File: src/logic/dbgtr_pkg.sv
package dbgtr_pkg;

  // ----------------------------------------------------------------
  // register map (byte addresses on the wishbone slave)
  // ----------------------------------------------------------------
  localparam logic [7:0] DBGTR_OFS_CONTROL = 8'h00;
  localparam logic [7:0] DBGTR_OFS_TRIGGER = 8'h04;
  localparam logic [7:0] DBGTR_OFS_STATUS = 8'h08;
  localparam logic [7:0] DBGTR_REG_RESET = 8'h00;
  localparam logic [7:0] DBGTR_TRG_WR_MASK = 8'hcf;

  // debug_control fields
  localparam int DBGTR_CTL_EN = 7;
  localparam int DBGTR_CTL_ARM = 6;
  localparam int DBGTR_CTL_TAG = 5;
  localparam int DBGTR_CTL_BRK = 4;
  localparam int DBGTR_CTL_RWA = 3;
  localparam int DBGTR_CTL_RWAEN = 2;
  localparam int DBGTR_CTL_RWB = 1;
  localparam int DBGTR_CTL_RWBEN = 0;

  // trigger_control fields
  localparam int DBGTR_TRG_QSEL = 7;
  localparam int DBGTR_TRG_BEGIN = 6;
  localparam int DBGTR_TRG_MODE_MSB = 3;

  // debug_status fields
  localparam int DBGTR_STS_AHIT = 7;
  localparam int DBGTR_STS_BHIT = 6;
  localparam int DBGTR_STS_ARMED = 5;

  // capture sizing
  localparam int DBGTR_ADDR_W = 16;
  localparam int DBGTR_CNT_W = 4;
  localparam logic [3:0] DBGTR_FIFO_DEPTH = 4'h8;
  localparam logic [7:0] DBGTR_HIGH_UNUSED = 8'h00;

  // ----------------------------------------------------------------
  // types
  // ----------------------------------------------------------------
  typedef enum logic [3:0] {
    DBGTR_MODE_A_ONLY = 4'h0,
    DBGTR_MODE_A_OR_B = 4'h1,
    DBGTR_MODE_A_THEN_B = 4'h2,
    DBGTR_MODE_EV_B = 4'h3,
    DBGTR_MODE_A_EV_B = 4'h4,
    DBGTR_MODE_A_AND_B = 4'h5,
    DBGTR_MODE_A_NAND_B = 4'h6,
    DBGTR_MODE_INSIDE = 4'h7,
    DBGTR_MODE_OUTSIDE = 4'h8
  } dbgtr_mode_t;

  typedef enum logic [2:0] {
    DBGTR_ST_IDLE = 3'b001,
    DBGTR_ST_WAIT = 3'b010,
    DBGTR_ST_STORE = 3'b100
  } dbgtr_state_t;

  // one observed cpu bus access
  typedef struct packed {
    logic valid;
    logic rd;
    logic [15:0] addr;
    logic [7:0] data;
  } dbgtr_bus_obs_t;

  // one word towards the capture fifo
  typedef struct packed {
    logic valid;
    logic [15:0] word;
  } dbgtr_fifo_wr_t;

endpackage

File: src/logic/dbgtr_tag_track.sv
`timescale 1ns/100ps
module dbgtr_tag_track
  import dbgtr_pkg::*;
#(
  parameter int AW = DBGTR_ADDR_W
) (
  // clock and reset
  input wire logic clk_sys,
  input wire logic reset,
  // qualification control
  input wire logic qualify,
  input wire logic clear,
  // raw comparator hit
  input wire logic hit,
  input wire logic [AW-1:0] hit_addr,
  // opcode execution report
  input wire logic exec_valid,
  input wire logic [AW-1:0] exec_addr,
  // qualified event
  output logic event_o
);

  logic pend_q, pend_d;
  logic [AW-1:0] addr_q, addr_d;
  logic tag_fire;

  // tag type fires only when the fetched opcode really executes
  assign tag_fire = pend_q && exec_valid && (exec_addr == addr_q);
  assign event_o = qualify ? tag_fire : hit;

  // a newer hit replaces the pending one; a flushed fetch never fires
  always_comb begin
    pend_d = pend_q;
    addr_d = addr_q;
    if (clear || !qualify) begin
      pend_d = 1'b0;
    end else if (hit) begin
      pend_d = 1'b1;
      addr_d = hit_addr;
    end else if (tag_fire) begin
      pend_d = 1'b0;
    end
  end

  always_ff @(posedge clk_sys or posedge reset) begin
    if (reset) begin
      pend_q <= 1'b0;
      addr_q <= '0;
    end else begin
      pend_q <= pend_d;
      addr_q <= addr_d;
    end
  end

endmodule

File: src/logic/dbgtr_core.sv
// Function
// - trigger_control always readable, written only while unarmed; bits 5:4 read zero.
// - qualify select 1: comparator match triggers only once the opcode executes.
// - qualify select 0: trigger as soon as the compare address is accessed.
// - begin select 0 fills circularly until trigger; 1 starts storing at trigger.
// - event-only modes ignore begin select and always run as begin trace.
// - mode 0000 A only, 0001 A or B, 0010 A then B.
// - mode 0011 stores on B events; 0100 waits for A, then stores on B.
// - mode 0101 address A and data B; 0110 address A and data not B.
// - 0111 inside A..B, 1000 outside; 1001 to 1111 never trigger.
// - compare A hit flag clears at run start, sets on A condition while armed.
// - compare B hit flag clears at run start, sets on B condition while armed.
// - armed flag mirrors arm while enabled; arm write sets, run end clears.
// - run ends on full in begin trace, trigger in end trace, or software stop.
// - valid count clears at start, shows valid words at run end, 0 to 8.
// - valid count never decrements while the fifo is read out.
// - debug_status is read-only; writes change nothing.
// - event-only modes store the low byte only; high byte reads zero.
// - module enable cannot be set while the device is secure.
// - break enabled: end trace breaks on trigger, begin trace on fifo full.
`timescale 1ns/100ps
module dbgtr_core
  import dbgtr_pkg::*;
(
  // clock and reset
  input wire logic clk_sys,
  input wire logic reset,
  // wishbone slave
  input wire logic wb_cyc_i,
  input wire logic wb_stb_i,
  input wire logic wb_we_i,
  input wire logic [7:0] wb_adr_i,
  input wire logic [3:0] wb_sel_i,
  input wire logic [31:0] wb_dat_i,
  output logic [31:0] wb_dat_o,
  output logic wb_ack_o,
  // observed cpu bus and opcode execution
  input wire dbgtr_bus_obs_t bus_obs,
  input wire logic exec_valid,
  input wire logic [15:0] exec_addr,
  // comparator values and security state
  input wire logic [15:0] cmp_a_val,
  input wire logic [15:0] cmp_b_val,
  input wire logic secure,
  // capture fifo and break request
  output dbgtr_fifo_wr_t fifo_wr,
  output logic brk_req,
  output logic brk_tag
);

  // ----------------------------------------------------------------
  // wishbone slave
  // ----------------------------------------------------------------
  logic ack_q, ack_d;
  logic [7:0] rdat_q, rdat_d;
  logic [7:0] ctl_q, ctl_d;
  logic [7:0] trg_q, trg_d;
  logic [7:0] status;
  logic req, wr_fire, wr_ctl, wr_trg;

  assign req = wb_cyc_i && wb_stb_i;
  // writes land on the edge where the master sees ack
  assign wr_fire = req && wb_we_i && ack_q && wb_sel_i[0];
  assign wr_ctl = wr_fire && (wb_adr_i == DBGTR_OFS_CONTROL);
  assign wr_trg = wr_fire && (wb_adr_i == DBGTR_OFS_TRIGGER);
  assign wb_ack_o = ack_q;
  assign wb_dat_o = {24'h000000, rdat_q};

  // one wait state; unmapped addresses answer with zero
  always_comb begin
    ack_d = req && !ack_q;
    rdat_d = rdat_q;
    if (req && !ack_q) begin
      unique case (wb_adr_i)
        DBGTR_OFS_CONTROL: rdat_d = ctl_q;
        DBGTR_OFS_TRIGGER: rdat_d = trg_q;
        DBGTR_OFS_STATUS: rdat_d = status;
        default: rdat_d = 8'h00;
      endcase
    end
  end

  always_ff @(posedge clk_sys or posedge reset) begin
    if (reset) begin
      ack_q <= 1'b0;
      rdat_q <= DBGTR_REG_RESET;
    end else begin
      ack_q <= ack_d;
      rdat_q <= rdat_d;
    end
  end

  // ----------------------------------------------------------------
  // comparator qualification
  // ----------------------------------------------------------------
  dbgtr_state_t st_q, st_d;
  dbgtr_mode_t mode;
  logic running, event_only, begin_mode;
  logic rwa_ok, rwb_ok, a_addr_eq, b_addr_eq, data_eq;
  logic a_raw, b_raw, a_ev, b_ev, trig;
  logic flush;

  assign mode = dbgtr_mode_t'(trg_q[DBGTR_TRG_MODE_MSB:0]);
  assign running = (st_q != DBGTR_ST_IDLE);
  assign event_only = (mode == DBGTR_MODE_EV_B) || (mode == DBGTR_MODE_A_EV_B);
  assign begin_mode = trg_q[DBGTR_TRG_BEGIN] || event_only;
  assign rwa_ok = !ctl_q[DBGTR_CTL_RWAEN] || (bus_obs.rd == ctl_q[DBGTR_CTL_RWA]);
  assign rwb_ok = !ctl_q[DBGTR_CTL_RWBEN] || (bus_obs.rd == ctl_q[DBGTR_CTL_RWB]);
  assign a_addr_eq = (bus_obs.addr == cmp_a_val);
  assign b_addr_eq = (bus_obs.addr == cmp_b_val);
  assign data_eq = (bus_obs.data == cmp_b_val[7:0]);

  // per-mode raw hits; unlisted codes never hit
  always_comb begin
    a_raw = 1'b0;
    b_raw = 1'b0;
    if (running && bus_obs.valid) begin
      unique case (trg_q[DBGTR_TRG_MODE_MSB:0])
        // A, A or B, A then B
        DBGTR_MODE_A_ONLY: a_raw = rwa_ok && a_addr_eq;
        DBGTR_MODE_A_OR_B, DBGTR_MODE_A_THEN_B: begin
          a_raw = rwa_ok && a_addr_eq;
          b_raw = rwb_ok && b_addr_eq;
        end
        DBGTR_MODE_EV_B: b_raw = rwb_ok && b_addr_eq;
        DBGTR_MODE_A_EV_B: begin
          a_raw = rwa_ok && a_addr_eq;
          b_raw = rwb_ok && b_addr_eq;
        end
        DBGTR_MODE_A_AND_B: a_raw = rwa_ok && a_addr_eq && data_eq;
        DBGTR_MODE_A_NAND_B: a_raw = rwa_ok && a_addr_eq && !data_eq;
        DBGTR_MODE_INSIDE: begin
          a_raw = rwa_ok && (bus_obs.addr >= cmp_a_val) && (bus_obs.addr <= cmp_b_val);
        end
        DBGTR_MODE_OUTSIDE: begin
          a_raw = rwa_ok && ((bus_obs.addr < cmp_a_val) || (bus_obs.addr > cmp_b_val));
        end
        default: a_raw = 1'b0;
      endcase
    end
  end

  // tag path through opcode tracking; force path is direct
  dbgtr_tag_track #(.AW(DBGTR_ADDR_W)) u_track_a (
    .clk_sys(clk_sys),
    .reset(reset),
    .qualify(trg_q[DBGTR_TRG_QSEL]),
    .clear(flush),
    .hit(a_raw),
    .hit_addr(bus_obs.addr),
    .exec_valid(exec_valid),
    .exec_addr(exec_addr),
    .event_o(a_ev)
  );

  dbgtr_tag_track #(.AW(DBGTR_ADDR_W)) u_track_b (
    .clk_sys(clk_sys),
    .reset(reset),
    .qualify(trg_q[DBGTR_TRG_QSEL]),
    .clear(flush),
    .hit(b_raw),
    .hit_addr(bus_obs.addr),
    .exec_valid(exec_valid),
    .exec_addr(exec_addr),
    .event_o(b_ev)
  );

  // ----------------------------------------------------------------
  // run control, flags and capture
  // ----------------------------------------------------------------
  logic ahit_q, ahit_d, bhit_q, bhit_d, seen_a_q, seen_a_d;
  logic [DBGTR_CNT_W-1:0] cnt_q, cnt_d;
  dbgtr_fifo_wr_t fwr_q, fwr_d;
  logic brk_q, brk_d;
  logic en_next, start, sw_stop, store, full_now, run_end;

  // enable refused while secure, unless already set
  assign en_next = wb_dat_i[DBGTR_CTL_EN] && (ctl_q[DBGTR_CTL_EN] || !secure);
  assign start = wr_ctl && !running && en_next && wb_dat_i[DBGTR_CTL_ARM];
  assign sw_stop = wr_ctl && running && !(en_next && wb_dat_i[DBGTR_CTL_ARM]);
  assign flush = !running || start;

  // trigger per mode; A then B remembers an earlier A
  always_comb begin
    unique case (trg_q[DBGTR_TRG_MODE_MSB:0])
      DBGTR_MODE_A_OR_B: trig = a_ev || b_ev;
      DBGTR_MODE_A_THEN_B: trig = b_ev && seen_a_q;
      DBGTR_MODE_A_ONLY, DBGTR_MODE_A_AND_B, DBGTR_MODE_A_NAND_B,
      DBGTR_MODE_INSIDE, DBGTR_MODE_OUTSIDE: trig = a_ev;
      default: trig = 1'b0;
    endcase
  end

  // stores every access in full modes; only B events when event-only
  assign store = (st_q == DBGTR_ST_STORE) && (event_only ? b_ev : bus_obs.valid);
  assign full_now = store && (cnt_q == DBGTR_FIFO_DEPTH - 4'h1);
  // the three ways a run ends
  assign run_end = sw_stop || (running && !begin_mode && trig) ||
                   (begin_mode && (full_now || (st_q == DBGTR_ST_STORE &&
                   cnt_q == DBGTR_FIFO_DEPTH)));

  always_comb begin
    st_d = st_q;
    ctl_d = ctl_q;
    trg_d = trg_q;
    ahit_d = ahit_q;
    bhit_d = bhit_q;
    seen_a_d = seen_a_q;
    cnt_d = cnt_q;
    fwr_d = '0;
    brk_d = 1'b0;
    if (wr_ctl) begin
      ctl_d = wb_dat_i[7:0];
      ctl_d[DBGTR_CTL_EN] = en_next;
      ctl_d[DBGTR_CTL_ARM] = en_next && wb_dat_i[DBGTR_CTL_ARM];
    end
    // locked while armed, bits 5:4 forced low
    if (wr_trg && !ctl_q[DBGTR_CTL_ARM]) begin
      trg_d = wb_dat_i[7:0] & DBGTR_TRG_WR_MASK;
    end
    // hits stick for the run; a set wins over nothing clearing mid-run
    if (running) begin
      ahit_d = ahit_q || a_ev;
      bhit_d = bhit_q || b_ev;
      seen_a_d = seen_a_q || a_ev;
    end
    if (store) begin
      // saturates at the fifo depth in circular fill
      if (cnt_q != DBGTR_FIFO_DEPTH) begin
        cnt_d = cnt_q + 4'h1;
      end
      fwr_d.valid = 1'b1;
      // event-only keeps the high byte empty
      fwr_d.word = event_only ? {DBGTR_HIGH_UNUSED, bus_obs.data} : bus_obs.addr;
    end
    unique case (st_q)
      DBGTR_ST_IDLE: begin
        if (start) begin
          // run start clears flags and count
          ahit_d = 1'b0;
          bhit_d = 1'b0;
          seen_a_d = 1'b0;
          cnt_d = '0;
          if (!begin_mode || mode == DBGTR_MODE_EV_B) begin
            st_d = DBGTR_ST_STORE;
          end else begin
            st_d = DBGTR_ST_WAIT;
          end
        end
      end
      DBGTR_ST_WAIT: begin
        if ((mode == DBGTR_MODE_A_EV_B) ? a_ev : trig) begin
          st_d = DBGTR_ST_STORE;
        end
      end
      DBGTR_ST_STORE: st_d = DBGTR_ST_STORE;
      default: st_d = DBGTR_ST_IDLE;
    endcase
    // end of run drops arm and with it the armed flag
    if (run_end && running) begin
      st_d = DBGTR_ST_IDLE;
      ctl_d[DBGTR_CTL_ARM] = 1'b0;
      // break on trigger or on full
      brk_d = ctl_q[DBGTR_CTL_BRK] && !sw_stop;
    end
  end

  always_ff @(posedge clk_sys or posedge reset) begin
    if (reset) begin
      st_q <= DBGTR_ST_IDLE;
      ctl_q <= DBGTR_REG_RESET;
      trg_q <= DBGTR_REG_RESET;
      ahit_q <= 1'b0;
      bhit_q <= 1'b0;
      seen_a_q <= 1'b0;
      cnt_q <= '0;
      fwr_q <= '0;
      brk_q <= 1'b0;
    end else begin
      st_q <= st_d;
      ctl_q <= ctl_d;
      trg_q <= trg_d;
      ahit_q <= ahit_d;
      bhit_q <= bhit_d;
      seen_a_q <= seen_a_d;
      cnt_q <= cnt_d;
      fwr_q <= fwr_d;
      brk_q <= brk_d;
    end
  end

  // status is assembled, never written; count only moves in a run
  assign status = {ahit_q, bhit_q, ctl_q[DBGTR_CTL_EN] && ctl_q[DBGTR_CTL_ARM],
                   1'b0, cnt_q};
  assign fifo_wr = fwr_q;
  assign brk_req = brk_q;
  assign brk_tag = ctl_q[DBGTR_CTL_TAG];
endmodule

File: config.mk
export PLATFORM = sky130hd
export DESIGN_NAME = dbgtr_core
export DESIGN_NICKNAME = d
export VERILOG_FILES = /design/src/logic/dbgtr_pkg.sv /design/src/logic/dbgtr_tag_track.sv /design/src/logic/dbgtr_core.sv
export SDC_FILE = /design/constraint.sdc
export NUM_CORES = 1
export LEC_CHECK = 0
export ABC_AREA = 1
export BUFFER_PORTS_ARGS = -buffer_cell sky130_fd_sc_hd__buf_2
export CORE_ASPECT_RATIO = 1.5
export CORE_MARGIN = 4
export CORE_UTILIZATION = 48
export CTS_BUF_LIST = sky130_fd_sc_hd__clkbuf_2
export CTS_CLUSTER_DIAMETER = 200
export DETAILED_ROUTE_END_ITERATION = 7
export GPL_TIMING_DRIVEN = 0
export PLACE_DENSITY = 0.79
export SLEW_MARGIN = 30
export SYNTH_ARGS = -nofsm -noshare
export SYNTH_HDL_FRONTEND = slang
export SYNTH_SLANG_ARGS = --single-unit
File: constraint.sdc
create_clock -name clk_sys -period 2.8 [get_ports clk_sys]
set_clock_uncertainty 0.2 [all_clocks]
set_input_delay 0.56 -clock clk_sys [delete_from_list [all_inputs] [get_ports clk_sys]]
set_output_delay 0.56 -clock clk_sys [all_outputs]
set_load 0.1 [all_outputs]
==> impl_metrics.tcl <==
set metrics [dict create \
    status "completed" \
    routed_wl_um 14300 \
    overflow 0 \
    die_height_um 138 \
    whs_ns 0.0422 \
    viasPerCell 4.93 \
    clk_pin_slew_ns 0.23 \
    syn_to_final_growth_pct 22.1 \
    clk_latency_ns 0.56 \
    yosysUniqueCellTypes 38 \
    synthSimpleGateAreaFrac 0.256 \
    grt_pass1_wl_um 22600 \
    synth_top_family_by_area "simple AND/OR/NAND/NOR gates" \
    utilization 0.599 \
    antenna_found_initial 0 \
    maxCapViolCount 0 \
    synth-async-reset-ratio 1.00 \
    p_sw_frac 0.314 \
    portBuffers 125 \
    cp_data_required_time_ns 3.10 \
    fillCellCount 1086 \
    muxShareOfSynthArea 0 \
    htree_levels 3 \
    hold_class "in -> reg" \
    track_usage 0.221 \
    vdd_drop_max_v 0.000215 \
    drcViolationCount 0 \
    synth_compound_area_frac 0.123 \
    vias 5170 \
    tns_ns 0 \
    slew_viol_final 0 \
    diodes 0 \
    start_util 0.490 \
    final_cell_area_sq_mm 0.00662 \
    arrival_ns 2.90 \
    hold_viol_final 0 \
    yosys_warnings 0 \
    period_share 0.927 \
    critPathCaptureType "register" \
    cts.sinks 85 \
    fp.dieW_um 94.8 \
    row_count 47 \
    internal_power_w 0.00168 \
    dp_hpwl_um 11800 \
    critPathKind "in -> reg" \
    crit_fanout 10 \
    clockBufferDepth 2 \
    synthAdderAreaFrac 0.0785 \
    min_period_ns 2.59 \
    finalSetupViolations 0 \
    p_per_area_mw_per_mm2 371 \
    postCtsSetupBuffers 0 \
    rsz0062_at_grt "no" \
    drive_above_1_share 0.233 \
    core_sq_mm 0.0111 \
    finalNetCount 1056 \
    cts_tree "yes" \
    place_congestion 0.976 \
    synth_seq_area_share 0.393 \
    cts_buffers 9 \
    synth_seq_cells 85 \
    grt_max_degree 32 \
    drtIter0Drc 290 \
    synthXorXnorAreaFrac 0.0210 \
    tightest_slew_ns 0.887 \
    combPwrFrac 0.205 \
    max_slew_margin 0.403 \
    ios 177 \
    avgSynthCellArea_sq_um 7.48 \
    fmax_mhz 385 \
    ys.flop_type "dfrtp_1" \
    power.share.clock 0.292 \
    fp.dieArea_sq_mm 0.0131 \
    drt-pass1-iter-count 5 \
    synth_cells 725 \
    wire_per_inst_um 13.6 \
    leakage_nw 3.70 \
    p_seq_frac 0.503 \
    syn_area_sq_mm 0.00542 \
    synth_edf_count 0 \
    power_switching_w 0.000769 \
    place_area_sq_mm 0.00636 \
    cts_root_buf "clkbuf_2" \
    start_kind "input port" \
    ant_nets 0 \
    first_global_vias 4895 \
]
[critical path: stages]
cell and delay [ns]:
dlygate4sd3_1 0.53, buf_2 0.13, inv_1 0.14, ha_1 0.17, inv_1 0.04, nand2_1 0.04
nand2_1 0.05, nand2_1 0.05, nand2_1 0.04, nand2_1 0.05, nand2_1 0.05, nand2_1 0.05
nand2_1 0.05, nand2_1 0.07, nand2_1 0.05, nand2_1 0.07, nand3_2 0.08, nand3_1 0.21
buf_2 0.29, nand2_1 0.08, o21ai_0 0.07
[through the flow]
stage	std cells	power, W	worst slack, ns
2_1_floorplan	748	0.00160	0.409
3_3_place_gp	1020	0.00173	-0.123
3_5_place_dp	1022	0.00174	-0.160
4_1_cts	1048	0.00247	0.124
5_1_grt	1049	0.00257	0.000772
6_report	1049	0.00245	0.205
[cell usage after synthesis, types with 5 or more instances]
| cell | count | area share |
|---|---|---|
| a21oi_1 | 39 | 0.036 |
| buf_4 | 25 | 0.035 |
| clkbuf_1 | 8 | 0.0055 |
| dfrtp_1 | 84 | 0.39 |
| ha_1 | 34 | 0.078 |
| inv_1 | 113 | 0.078 |
| inv_2 | 9 | 0.0062 |
| nand2_1 | 185 | 0.13 |
| nand3_1 | 19 | 0.018 |
| nand4_1 | 9 | 0.010 |
| nor2_1 | 51 | 0.035 |
| nor2_2 | 5 | 0.0058 |
| nor3_1 | 20 | 0.018 |
| o21ai_0 | 48 | 0.044 |
| o21ai_1 | 14 | 0.013 |
| o22ai_1 | 9 | 0.010 |
| xnor2_1 | 6 | 0.0097 |
| xor2_1 | 7 | 0.011 |
[area by class of cell]
cell class              count  area (sq um)  share of cell area
multi-input cells         505          2700               0.407
flip-flops and latches     85          2130               0.322
repair buffers            138           776               0.117
inverters                 123           468              0.0707
plain buffers              35           231              0.0350
well taps                 147           184              0.0278
clock inverters             7          90.1              0.0136
clock buffers               9          45.0             0.00681
[worst paths after layout]
| check | startpoint | end | slack, ns | cells past startpoint |
|---|---|---|---|---|
| max in group asynchronous | reset | fifo_wr[10] | 1.23 | 5 |
| max | bus_obs[8] | u_track_a.addr_q[2] | 0.21 | 21 |
| min in group asynchronous | reset | fifo_wr[5] | 0.38 | 3 |
| min | bus_obs[3] | fifo_wr[3] | 0.04 | 3 |
| min reg2reg | rdat_q[6] | rdat_q[6] | 0.31 | 2 |
| max reg2reg | trg_q[2] | st_q[2] | 0.48 | 13 |
[cells by family after synthesis]
group / after synthesis
compound gates: 122
xor+xnor: 13
fa+ha+maj: 34
buf+inv: 158
flops: 85
other cells: 1
simple gates: 312
[state kept, by name (all words and copies together), names as in the netlist]
| name | flops |
|---|---|
| trg_q | 6 |
| u_track_b.addr_q | 16 |
| ctl_q | 8 |
| u_track_a.pend_q | 1 |
| brk_req | 1 |
| fifo_wr | 17 |
| st_q | 3 |
| seen_a_q | 1 |
| wb_ack_o | 1 |
| u_track_b.pend_q | 1 |
| ahit_q | 1 |
| rdat_q | 8 |
| u_track_a.addr_q | 16 |
| cnt_q | 4 |
| bhit_q | 1 |
[cells in the final DEF, fill, tap and decap left out, types with 11 or more instances in the layout]
master / count
ha_1: 34
dlygate4sd3_1: 11
nand2_1: 185
nand3_1: 17
conb_1: 24
o21ai_1: 14
nor2_1: 51
a21oi_1: 39
buf_4: 26
buf_2: 127
dfrtp_1: 84
o21ai_0: 48
inv_1: 112
nor3_1: 20
[timing repair]
| action | 4_1_cts | 5_1_grt |
|---|---|---|
| setup endpoints to repair | 0 | 14 |
| hold buffers | 10 | 1 |
| resized for setup | 0 | 7 |
| endpoints found under the hold margin | 35 | 1 |
[per-layer routing]
metal | vias to the layer above | wire (um) | GRT usage
met5 | - | 0 | 0
met4 | 0 | 330 | 0.0745
met3 | 25 | 937 | 0.0391
met2 | 180 | 7740 | 0.412
met1 | 2354 | 5280 | 0.244
li1 | 2611 | - | -
[power groups by stage]
stage / logic (W) / registers [W] / clock network, W
final: 0.000503 / 0.00123 / 0.000716
after global routing: 0.000554 / 0.00123 / 0.000785
after CTS: 0.000502 / 0.00123 / 0.000732
after detailed placement: 0.000489 / 0.00125 / 0
after global placement: 0.000476 / 0.00125 / 0
after floorplan: 0.000330 / 0.00127 / 0
No activity file was read; power rests on OpenSTA's default activity.
